==> config.mk <==
export PLATFORM = sky130hd
export DESIGN_NAME = charger_status_gate
export DESIGN_NICKNAME = d
export VERILOG_FILES = /design/src/hdl/chg_pkg.sv /design/src/hdl/charger_status_gate.sv
export SDC_FILE = /design/constraint.sdc
export NUM_CORES = 1
export LEC_CHECK = 0
export ABC_AREA = 1
export ABC_CLOCK_PERIOD_IN_PS = 4100
export BUFFER_PORTS_ARGS = -buffer_cell sky130_fd_sc_hd__buf_2
export CORE_ASPECT_RATIO = 0.9
export CORE_MARGIN = 1.5
export CORE_UTILIZATION = 39
export DETAILED_ROUTE_END_ITERATION = 6
export PLACE_DENSITY = 0.59
export REMOVE_ABC_BUFFERS = 1
export SETUP_SLACK_MARGIN = 0.05
export SKIP_LAST_GASP = 1
export SYNTH_ARGS = -nofsm -noshare
export SYNTH_HDL_FRONTEND = slang
export SYNTH_SLANG_ARGS = --single-unit
==> constraint.sdc <==
create_clock -name pclk -period 4.1 [get_ports pclk]
set_input_delay 0.82 -clock pclk [delete_from_list [all_inputs] [get_ports pclk]]
set_output_delay 0.82 -clock pclk [all_outputs]
set_load 0.05 [all_outputs]
==> src/hdl/chg_pkg.sv <==
// Constants for the charger thermistor status and gating block
package chg_pkg;
	// ****************************************
	// Register map (byte addresses)
	// ****************************************
	localparam logic [7:0] ADDR_STATUS = 8'h00;
	localparam logic [7:0] ADDR_MODE = 8'h04;
	localparam logic [7:0] ADDR_IRQ = 8'h08;
	localparam logic [7:0] ADDR_MASK = 8'h0C;
	localparam logic [7:0] ADDR_TOFF = 8'h10;
	// Status word fields
	localparam int ST_OVER = 0;
	localparam int ST_COLD = 1;
	localparam int ST_HOT = 2;
	localparam int ST_SHORT = 3;
	localparam int ST_HOTLATCH = 4;
	localparam int ST_CHARGE = 5;
	localparam int ST_PFAIL = 13;
	localparam int ST_PACK_VOLTAGE = 14;
	localparam int ST_AC = 15;
	// Mode fields
	localparam int MD_HOTSTOP = 0;
	localparam int MD_VARIANT = 1;
	localparam int MD_PORREQ = 2;
	localparam int MD_CHGEN = 3;
	localparam logic [31:0] MODE_RESET = 32'h00000009;
	localparam logic [31:0] MASK_RESET = 32'h00000000;
	localparam logic [31:0] TOFF_RESET = 32'h00000019;
	// Idle levels of the watched status bits: only power fail sits high
	localparam logic [2:0] EV_IDLE = 3'h1;
	// Thresholds as printed
	localparam int OVER_KOHM = 100;
	localparam int COLD_KOHM = 30;
	localparam int HOT_KOHM = 3;
	localparam int SHORT_OHM = 500;
	localparam int SRC_ON_MV = 300;
	localparam int SRC_OFF_MV = 100;
	localparam int LOAD_OFF_MV = 100;
	localparam int LOAD_ON_MV = 300;
	// Timing
	localparam int CLK_MHZ = 25;
	localparam int MAX_ON_MS = 10;
	localparam int MIN_OFF_US = 1;
	localparam int MAX_ON_CYC = MAX_ON_MS * 1000 * CLK_MHZ;
	localparam int MIN_OFF_CYC = MIN_OFF_US * CLK_MHZ;
endpackage

==> src/hdl/charger_status_gate.sv <==
// Thermistor status, switch drives and converter on/off timing of the charger
`timescale 1ns/1ps
module charger_status_gate #(
	parameter int MAX_ON_CYCLES = chg_pkg::MAX_ON_CYC,
	parameter int MIN_OFF_CYCLES = chg_pkg::MIN_OFF_CYC
) (
	// APB
	input wire logic pclk,
	input wire logic presetn,
	input wire logic psel,
	input wire logic penable,
	input wire logic pwrite,
	input wire logic [7:0] paddr,
	input wire logic [31:0] pwdata,
	output logic [31:0] prdata,
	output logic pready,
	output logic pslverr,
	// Thermistor comparators, high when resistance beyond threshold
	input wire logic temp_over_cmp,
	input wire logic temp_cold_cmp,
	input wire logic temp_hot_cmp,
	input wire logic temp_short_cmp,
	// Adapter versus pack comparators
	input wire logic src_on_cmp,
	input wire logic src_off_cmp,
	input wire logic load_off_cmp,
	input wire logic load_on_cmp,
	input wire logic adapter_present,
	// Converter current-loop request and off-time ramp
	input wire logic loop_on_req,
	input wire logic [7:0] pack_voltage_code,
	// Outputs
	output logic source_switch_drive,
	output logic load_switch_drive,
	output logic high_side_on,
	output logic charge_allowed,
	output logic irq
);
	// ****************************************
	// Parameter checks
	// ****************************************
	// The on/off counter is 25 bits wide
	if (MAX_ON_CYCLES < 2 || MIN_OFF_CYCLES < 1 ||
		MAX_ON_CYCLES > 33554431) begin : g_bad_timing
		$error("charger_status_gate: bad timing parameters");
	end

	// ****************************************
	// Input synchronisers
	// ****************************************
	localparam int NSYNC = 9;
	logic [NSYNC-1:0] raw_in;
	logic [NSYNC-1:0] sync_a;
	logic [NSYNC-1:0] sync_b;
	logic [NSYNC-1:0] sync_c;
	logic [NSYNC-1:0] clean;
	assign raw_in = {adapter_present, load_on_cmp, load_off_cmp, src_off_cmp, src_on_cmp,
		temp_short_cmp, temp_hot_cmp, temp_cold_cmp, temp_over_cmp};

	genvar gi;
	generate
		for (gi = 0; gi < NSYNC; gi++) begin : g_sync
			always_ff @(posedge pclk or negedge presetn) begin
				if (!presetn) begin
					sync_a[gi] <= 1'b0;
					sync_b[gi] <= 1'b0;
					sync_c[gi] <= 1'b0;
					clean[gi] <= 1'b0;
				end else begin
					sync_a[gi] <= raw_in[gi];
					sync_b[gi] <= sync_a[gi];
					sync_c[gi] <= sync_b[gi];
					// Accept a change once two stages agree
					if (sync_b[gi] == sync_c[gi]) begin
						clean[gi] <= sync_c[gi];
					end
				end
			end
		end
	endgenerate

	logic t_over;
	logic t_cold;
	logic t_hot;
	logic t_short;
	logic c_src_on;
	logic c_src_off;
	logic c_load_off;
	logic c_load_on;
	logic ac_in;
	assign t_over = clean[0];
	assign t_cold = clean[1];
	assign t_hot = clean[2];
	assign t_short = clean[3];
	assign c_src_on = clean[4];
	assign c_src_off = clean[5];
	assign c_load_off = clean[6];
	assign c_load_on = clean[7];
	assign ac_in = clean[8];

	// ****************************************
	// Registers
	// ****************************************
	logic [31:0] mode;
	logic [2:0] mask;
	logic [2:0] irq_stat;
	logic [7:0] toff_base;
	logic hot_latch;
	logic pack_voltage_present;
	logic pwr_fail;
	logic [31:0] status;
	logic wr_acc;
	logic por_cmd;

	// Write access phase aimed at one register word
	function automatic logic wr_to(input logic acc, input logic [7:0] a, input logic [7:0] off);
		wr_to = acc && a == off;
	endfunction

	assign wr_acc = psel && penable && pwrite;
	assign por_cmd = wr_to(wr_acc, paddr, chg_pkg::ADDR_MODE) && pwdata[chg_pkg::MD_PORREQ];

	function automatic logic addr_ok(input logic [7:0] a);
		addr_ok = a == chg_pkg::ADDR_STATUS || a == chg_pkg::ADDR_MODE ||
			a == chg_pkg::ADDR_IRQ || a == chg_pkg::ADDR_MASK || a == chg_pkg::ADDR_TOFF;
	endfunction

	always_comb begin
		status = 32'h00000000;
		status[chg_pkg::ST_OVER] = t_over;
		status[chg_pkg::ST_COLD] = t_cold;
		status[chg_pkg::ST_HOT] = t_hot;
		status[chg_pkg::ST_SHORT] = t_short;
		status[chg_pkg::ST_HOTLATCH] = hot_latch;
		status[chg_pkg::ST_CHARGE] = charge_allowed;
		status[chg_pkg::ST_PFAIL] = pwr_fail;
		status[chg_pkg::ST_PACK_VOLTAGE] = pack_voltage_present;
		status[chg_pkg::ST_AC] = ac_in;
	end

	// Mode register; over-range or a reset request restores defaults
	always_ff @(posedge pclk or negedge presetn) begin
		if (!presetn) begin
			mode <= chg_pkg::MODE_RESET;
		end else if (t_over || por_cmd) begin
			mode <= chg_pkg::MODE_RESET;
		end else if (wr_to(wr_acc, paddr, chg_pkg::ADDR_MODE)) begin
			// Reset request is a strobe, never stored
			mode <= {28'h0000000, pwdata[chg_pkg::MD_CHGEN], 1'b0,
				pwdata[chg_pkg::MD_VARIANT], pwdata[chg_pkg::MD_HOTSTOP]};
		end
	end

	// Interrupt mask, restored together with the mode
	always_ff @(posedge pclk or negedge presetn) begin
		if (!presetn) begin
			mask <= chg_pkg::MASK_RESET[2:0];
		end else if (t_over || por_cmd) begin
			mask <= chg_pkg::MASK_RESET[2:0];
		end else if (wr_to(wr_acc, paddr, chg_pkg::ADDR_MASK)) begin
			mask <= pwdata[2:0];
		end
	end

	// Off-time base, restored together with the mode
	always_ff @(posedge pclk or negedge presetn) begin
		if (!presetn) begin
			toff_base <= chg_pkg::TOFF_RESET[7:0];
		end else if (t_over || por_cmd) begin
			toff_base <= chg_pkg::TOFF_RESET[7:0];
		end else if (wr_to(wr_acc, paddr, chg_pkg::ADDR_TOFF)) begin
			toff_base <= pwdata[7:0];
		end
	end

	// Hot latch and battery present
	always_ff @(posedge pclk or negedge presetn) begin
		if (!presetn) begin
			hot_latch <= 1'b0;
			pack_voltage_present <= 1'b0;
		end else begin
			pack_voltage_present <= !t_over;
			if (t_hot) begin
				hot_latch <= 1'b1;
			end else if (t_over || por_cmd) begin
				hot_latch <= 1'b0;
			end
		end
	end

	// ****************************************
	// Source and load switches
	// ****************************************
	always_ff @(posedge pclk or negedge presetn) begin
		if (!presetn) begin
			source_switch_drive <= 1'b0;
			load_switch_drive <= 1'b1;
		end else begin
			if (c_src_on) begin
				source_switch_drive <= 1'b1;
			end else if (!c_src_off) begin
				source_switch_drive <= 1'b0;
			end
			if (c_load_off) begin
				load_switch_drive <= 1'b0;
			end else if (c_load_on) begin
				load_switch_drive <= 1'b1;
			end
		end
	end
	assign pwr_fail = !source_switch_drive;

	// ****************************************
	// Charge gating
	// ****************************************
	logic next_allow;
	always_comb begin
		next_allow = mode[chg_pkg::MD_CHGEN] && pack_voltage_present;
		if (hot_latch && mode[chg_pkg::MD_HOTSTOP]) begin
			// Alternate variant keeps charging a shorted sensor
			if (!(mode[chg_pkg::MD_VARIANT] && t_short)) begin
				next_allow = 1'b0;
			end
		end
	end
	always_ff @(posedge pclk or negedge presetn) begin
		if (!presetn) begin
			charge_allowed <= 1'b0;
		end else begin
			charge_allowed <= next_allow;
		end
	end

	// ****************************************
	// Converter on/off timing
	// ****************************************
	typedef enum logic [1:0] {
		PH_OFF = 2'b01,
		PH_ON = 2'b10
	} phase_t;
	phase_t phase;
	logic [24:0] tcount;
	logic [9:0] toff_cycles;
	// Off-time scales with pack voltage so ripple stays constant
	assign toff_cycles = 10'(toff_base) + 10'(pack_voltage_code);

	always_ff @(posedge pclk or negedge presetn) begin
		if (!presetn) begin
			phase <= PH_OFF;
			tcount <= 25'h0000000;
			high_side_on <= 1'b0;
		end else begin
			case (phase)
				PH_OFF: begin
					if (tcount < 25'(MIN_OFF_CYCLES) || tcount < 25'(toff_cycles)) begin
						tcount <= tcount + 25'h0000001;
					end else if (loop_on_req && charge_allowed) begin
						phase <= PH_ON;
						tcount <= 25'h0000001;
						high_side_on <= 1'b1;
					end
				end
				PH_ON: begin
					if (!loop_on_req || !charge_allowed ||
						tcount >= 25'(MAX_ON_CYCLES)) begin
						phase <= PH_OFF;
						tcount <= 25'h0000001;
						high_side_on <= 1'b0;
					end else begin
						tcount <= tcount + 25'h0000001;
					end
				end
				default: begin
					phase <= PH_OFF;
					tcount <= 25'h0000000;
					high_side_on <= 1'b0;
				end
			endcase
		end
	end

	// ****************************************
	// Interrupts
	// ****************************************
	logic [2:0] ev_now;
	logic [2:0] ev_prev;
	logic [2:0] ev_chg;
	assign ev_now = {ac_in, pack_voltage_present, pwr_fail};
	assign ev_chg = ev_now ^ ev_prev;
	always_ff @(posedge pclk or negedge presetn) begin
		if (!presetn) begin
			// Start from the idle levels, so reset itself is no event
			ev_prev <= chg_pkg::EV_IDLE;
		end else begin
			ev_prev <= ev_now;
		end
	end

	// Set beats a simultaneous write-one clear
	always_ff @(posedge pclk or negedge presetn) begin
		if (!presetn) begin
			irq_stat <= 3'h0;
		end else if (wr_to(wr_acc, paddr, chg_pkg::ADDR_IRQ)) begin
			irq_stat <= (irq_stat & ~pwdata[2:0]) | ev_chg;
		end else begin
			irq_stat <= irq_stat | ev_chg;
		end
	end

	// Level output, one cycle behind the status bits
	always_ff @(posedge pclk or negedge presetn) begin
		if (!presetn) begin
			irq <= 1'b0;
		end else begin
			irq <= |(irq_stat & ~mask);
		end
	end

	// ****************************************
	// APB read
	// ****************************************
	always_ff @(posedge pclk or negedge presetn) begin
		if (!presetn) begin
			pready <= 1'b0;
			pslverr <= 1'b0;
		end else begin
			// Answer in the cycle after setup, never a wait state
			pready <= psel && !penable;
			pslverr <= psel && !penable && !addr_ok(paddr);
		end
	end

	// Read data is captured from the setup cycle's address
	always_ff @(posedge pclk or negedge presetn) begin
		if (!presetn) begin
			prdata <= 32'h00000000;
		end else if (psel && !penable && !pwrite) begin
			case (paddr)
				chg_pkg::ADDR_STATUS: prdata <= status;
				chg_pkg::ADDR_MODE: prdata <= mode;
				chg_pkg::ADDR_IRQ: prdata <= {29'h0, irq_stat};
				chg_pkg::ADDR_MASK: prdata <= {29'h0, mask};
				chg_pkg::ADDR_TOFF: prdata <= {24'h0, toff_base};
				default: prdata <= 32'h00000000;
			endcase
		end else begin
			prdata <= 32'h00000000;
		end
	end
endmodule

==> results_dict.tcl <==
set metrics [dict create \
    synth_seq_cells 102 \
    path_max_fanout 10 \
    power_density_nw_per_um2 413 \
    grt_pass1_wl_mm 17.9 \
    setup_viol 0 \
    start_kind "input pin" \
    clk_pin_slew_ps 70 \
    wl_per_cell_um 12.5 \
    end_kind "flop" \
    wl_mm 10.8 \
    period_needed_ps 3530 \
    finalMaxSlewViolations 0 \
    cts_hold_buffers 0 \
    drc 0 \
    postCtsSetupBuffers 0 \
    grt-ovfl-total 0 \
    ctsResizeCount 0 \
    synth-seq-area-share_pct 47.8 \
    gp_congestion 0.906 \
    synthArstFlopShare_pct 100 \
    ctsLongestPathBuffers 2 \
    initial_core_util_pct 40.1 \
    grt_pass1_vias 3717 \
    crit_arrival_ps 3820 \
    core_area_um2 13400 \
    yosysTopAreaCell "dfrtp_1" \
    crit_path_cell_trace "buf_2 > ha_1 > inv_1 > fa_1 > o21ai_0 > a21oi_1 > o21bai_1 > nand2_1 > nand2_1 > a21oi_1 > ha_1 > a21o_1 > nor2_1 > nand3_1 > nand2_1 > nand3_1 > nand2_2 > nand2_1 > nand2_1" \
    fmax_mhz 283 \
    fin_nets 775 \
    hold_end "sync_b[0]" \
    grt_start_max_net_pins 79 \
    required_ps 4380 \
    synth_top_area_share_pct 43.9 \
    synth.distinct_cells 42 \
    vias 4023 \
    setup_ws_ps 566 \
    ff2ff_setup_slack_ps 620 \
    hold_path_depth 0 \
    ios 102 \
    finish.utilization_pct 45.2 \
    ant_nets 0 \
    worstHoldStart "sync_a[0]" \
    die-height_um 114 \
    ys_warn_count 0 \
    die_area_um2 14500 \
    die_w_um 127 \
    netlist_area_um2 5360 \
    dp_slack_ps 230 \
    synth-edff-count 0 \
    htreeDepth 3 \
    avgSynthCellArea_um2 8.50 \
    worstReg2RegStart "toff_base[0]" \
    drtIter0Drc 261 \
    dp.final_hpwl_mm 8.18 \
    diodes 0 \
    period_share_pct 86.2 \
    crit_type "in -> reg" \
    synth.most_common_cell "nand2_1" \
    rows 40 \
    cts_tree "done" \
    root_buffer "clkbuf_16" \
    antenna_found_initial 0 \
    slowest_delay_ps 400 \
    netlist_instances 630 \
    firstDrtPassIters 5 \
    vias_per_cell 4.66 \
    grtUsageTotal_pct 15.6 \
    worstSkewPairLatency_ps 350 \
    numClockSinks 102 \
    fin_setup_tns_ps 0 \
    crit_path_frequent_cell "nand2_1" \
    synthTopCellsByArea "dfrtp_1, nand2_1, inv_1, nor2_1, ha_1" \
    slowest_stage "fa_1" \
    max_slew.worst_pin.slew_ps 963 \
    n_fill_cell 1297 \
    outcome "complete, no violations" \
    slew_headroom_pct 35.8 \
    leakage_nw 3.10 \
    yosys-top-cells-count "nand2_1, dfrtp_1, inv_1" \
    synth-main-ff-cell "dfrtp_1" \
    io_buffers 56 \
    ff2ff_path_depth 18 \
    final_layout_size_suffix_gt1_share_pct 17.1 \
    rsz0062_at_grt "no" \
    peakVddDrop_v 0.000215 \
    finalHoldViolCount 0 \
    drv_cap 0 \
    rr_endpoint "tcount[1]" \
    clock_skew_ps 7.81 \
    area_growth_pct 12.8 \
    cts_buffers 9 \
    hold_path_class "reg -> reg" \
]
## flip-flops by register name (all words and copies together) (netlist names), 3 cells and up
| signal | flops |
|---|---|
| ev_prev | 3 |
| irq_stat | 3 |
| mask | 3 |
| mode | 3 |
| prdata | 11 |
| sync_a | 9 |
| sync_b | 9 |
| sync_c | 9 |
| tcount | 25 |
| toff_base | 8 |
## report_power, final
part	total (mW)	internal [mW]	switching (mW)	leakage [nW]
Combinational	0.489	0.126	0.362	1.68
Sequential	1.12	1.08	0.0479	1.27
Clock	0.887	0.505	0.382	0.156
## cells by family after synthesis
family,share of synthesized area [%]
AND/OR/NAND/NOR,27.9
buffers and inverters,9.50
flip-flops,47.8
AO/OA/AOI/OAI,4.09
adder cells (fa/ha/maj),6.73
XOR/XNOR,3.92
other,0.0700
## stage by stage
| step | cells | instance area, µm² | hold WS, ps | total power [mW] |
|---|---|---|---|---|
| detailed placement | 848 | 5730 | 335 | 1.63 |
| global route | 864 | 6040 | 359 | 2.63 |
| global placement | 848 | 5730 | 333 | 1.62 |
| floorplan | 623 | 5230 | 331 | 1.48 |
| finish | 864 | 6040 | 349 | 2.50 |
| CTS | 864 | 6040 | 352 | 2.53 |
## placed cells by master, fill, tap and decap left out, types with 11 or more instances in the layout
master / netlist / final
nor2_1: 69 / 69
xor2_1: 17 / 17
nand4_1: 15 / 15
dfrtp_1: 94 / 94
a21oi_1: 11 / 11
o21ai_0: 12 / 12
conb_1: 1 / 21
inv_1: 74 / 74
nand3_1: 35 / 35
nand2_1: 161 / 161
buf_2: 2 / 55
nor2_2: 13 / 13
ha_1: 20 / 20
## worst max path at each step
| stage | cells after the start | start | slack (ps) | to |
|---|---|---|---|---|
| detailed placement | 19 | pack_voltage_code[0] | 230 | tcount[8] |
| global route | 20 | pack_voltage_code[0] | 290 | tcount[8] |
| floorplan | 18 | pack_voltage_code[0] | 810 | tcount[12] |
| global placement | 19 | pack_voltage_code[0] | 280 | tcount[7] |
| finish | 19 | pack_voltage_code[0] | 570 | tcount[1] |
| CTS | 19 | pack_voltage_code[0] | 580 | tcount[8] |
## layout make-up
class	instances	area (µm²)	share of cell area (%)
Sequential cell	102	2560	42.4
Inverter	81	304	5.03
Tap cell	168	210	3.48
Clock buffer	11	243	4.02
Timing Repair Buffer	57	290	4.80
Multi-Input combinational cell	440	2360	39.1
Clock inverter	5	72.6	1.20
## per-layer routing
layer / share of wire [%] / track usage (%) / vias up
met5: 0 / 0 / -
met4: 1.0 / 3.68 / 0
met3: 5.6 / 4.49 / 9
met2: 43 / 23.3 / 121
met1: 51 / 22.3 / 1811
li1: - / - / 2082
## critical path: cells and delay by family
kind,cells,cell delay (ps)
adder cells (fa/ha/maj),3,850
buffers and inverters,2,150
AO/OA/AOI/OAI,5,840
AND/OR/NAND/NOR,9,1150
Note: power is estimated with default switching activity, not from simulation.
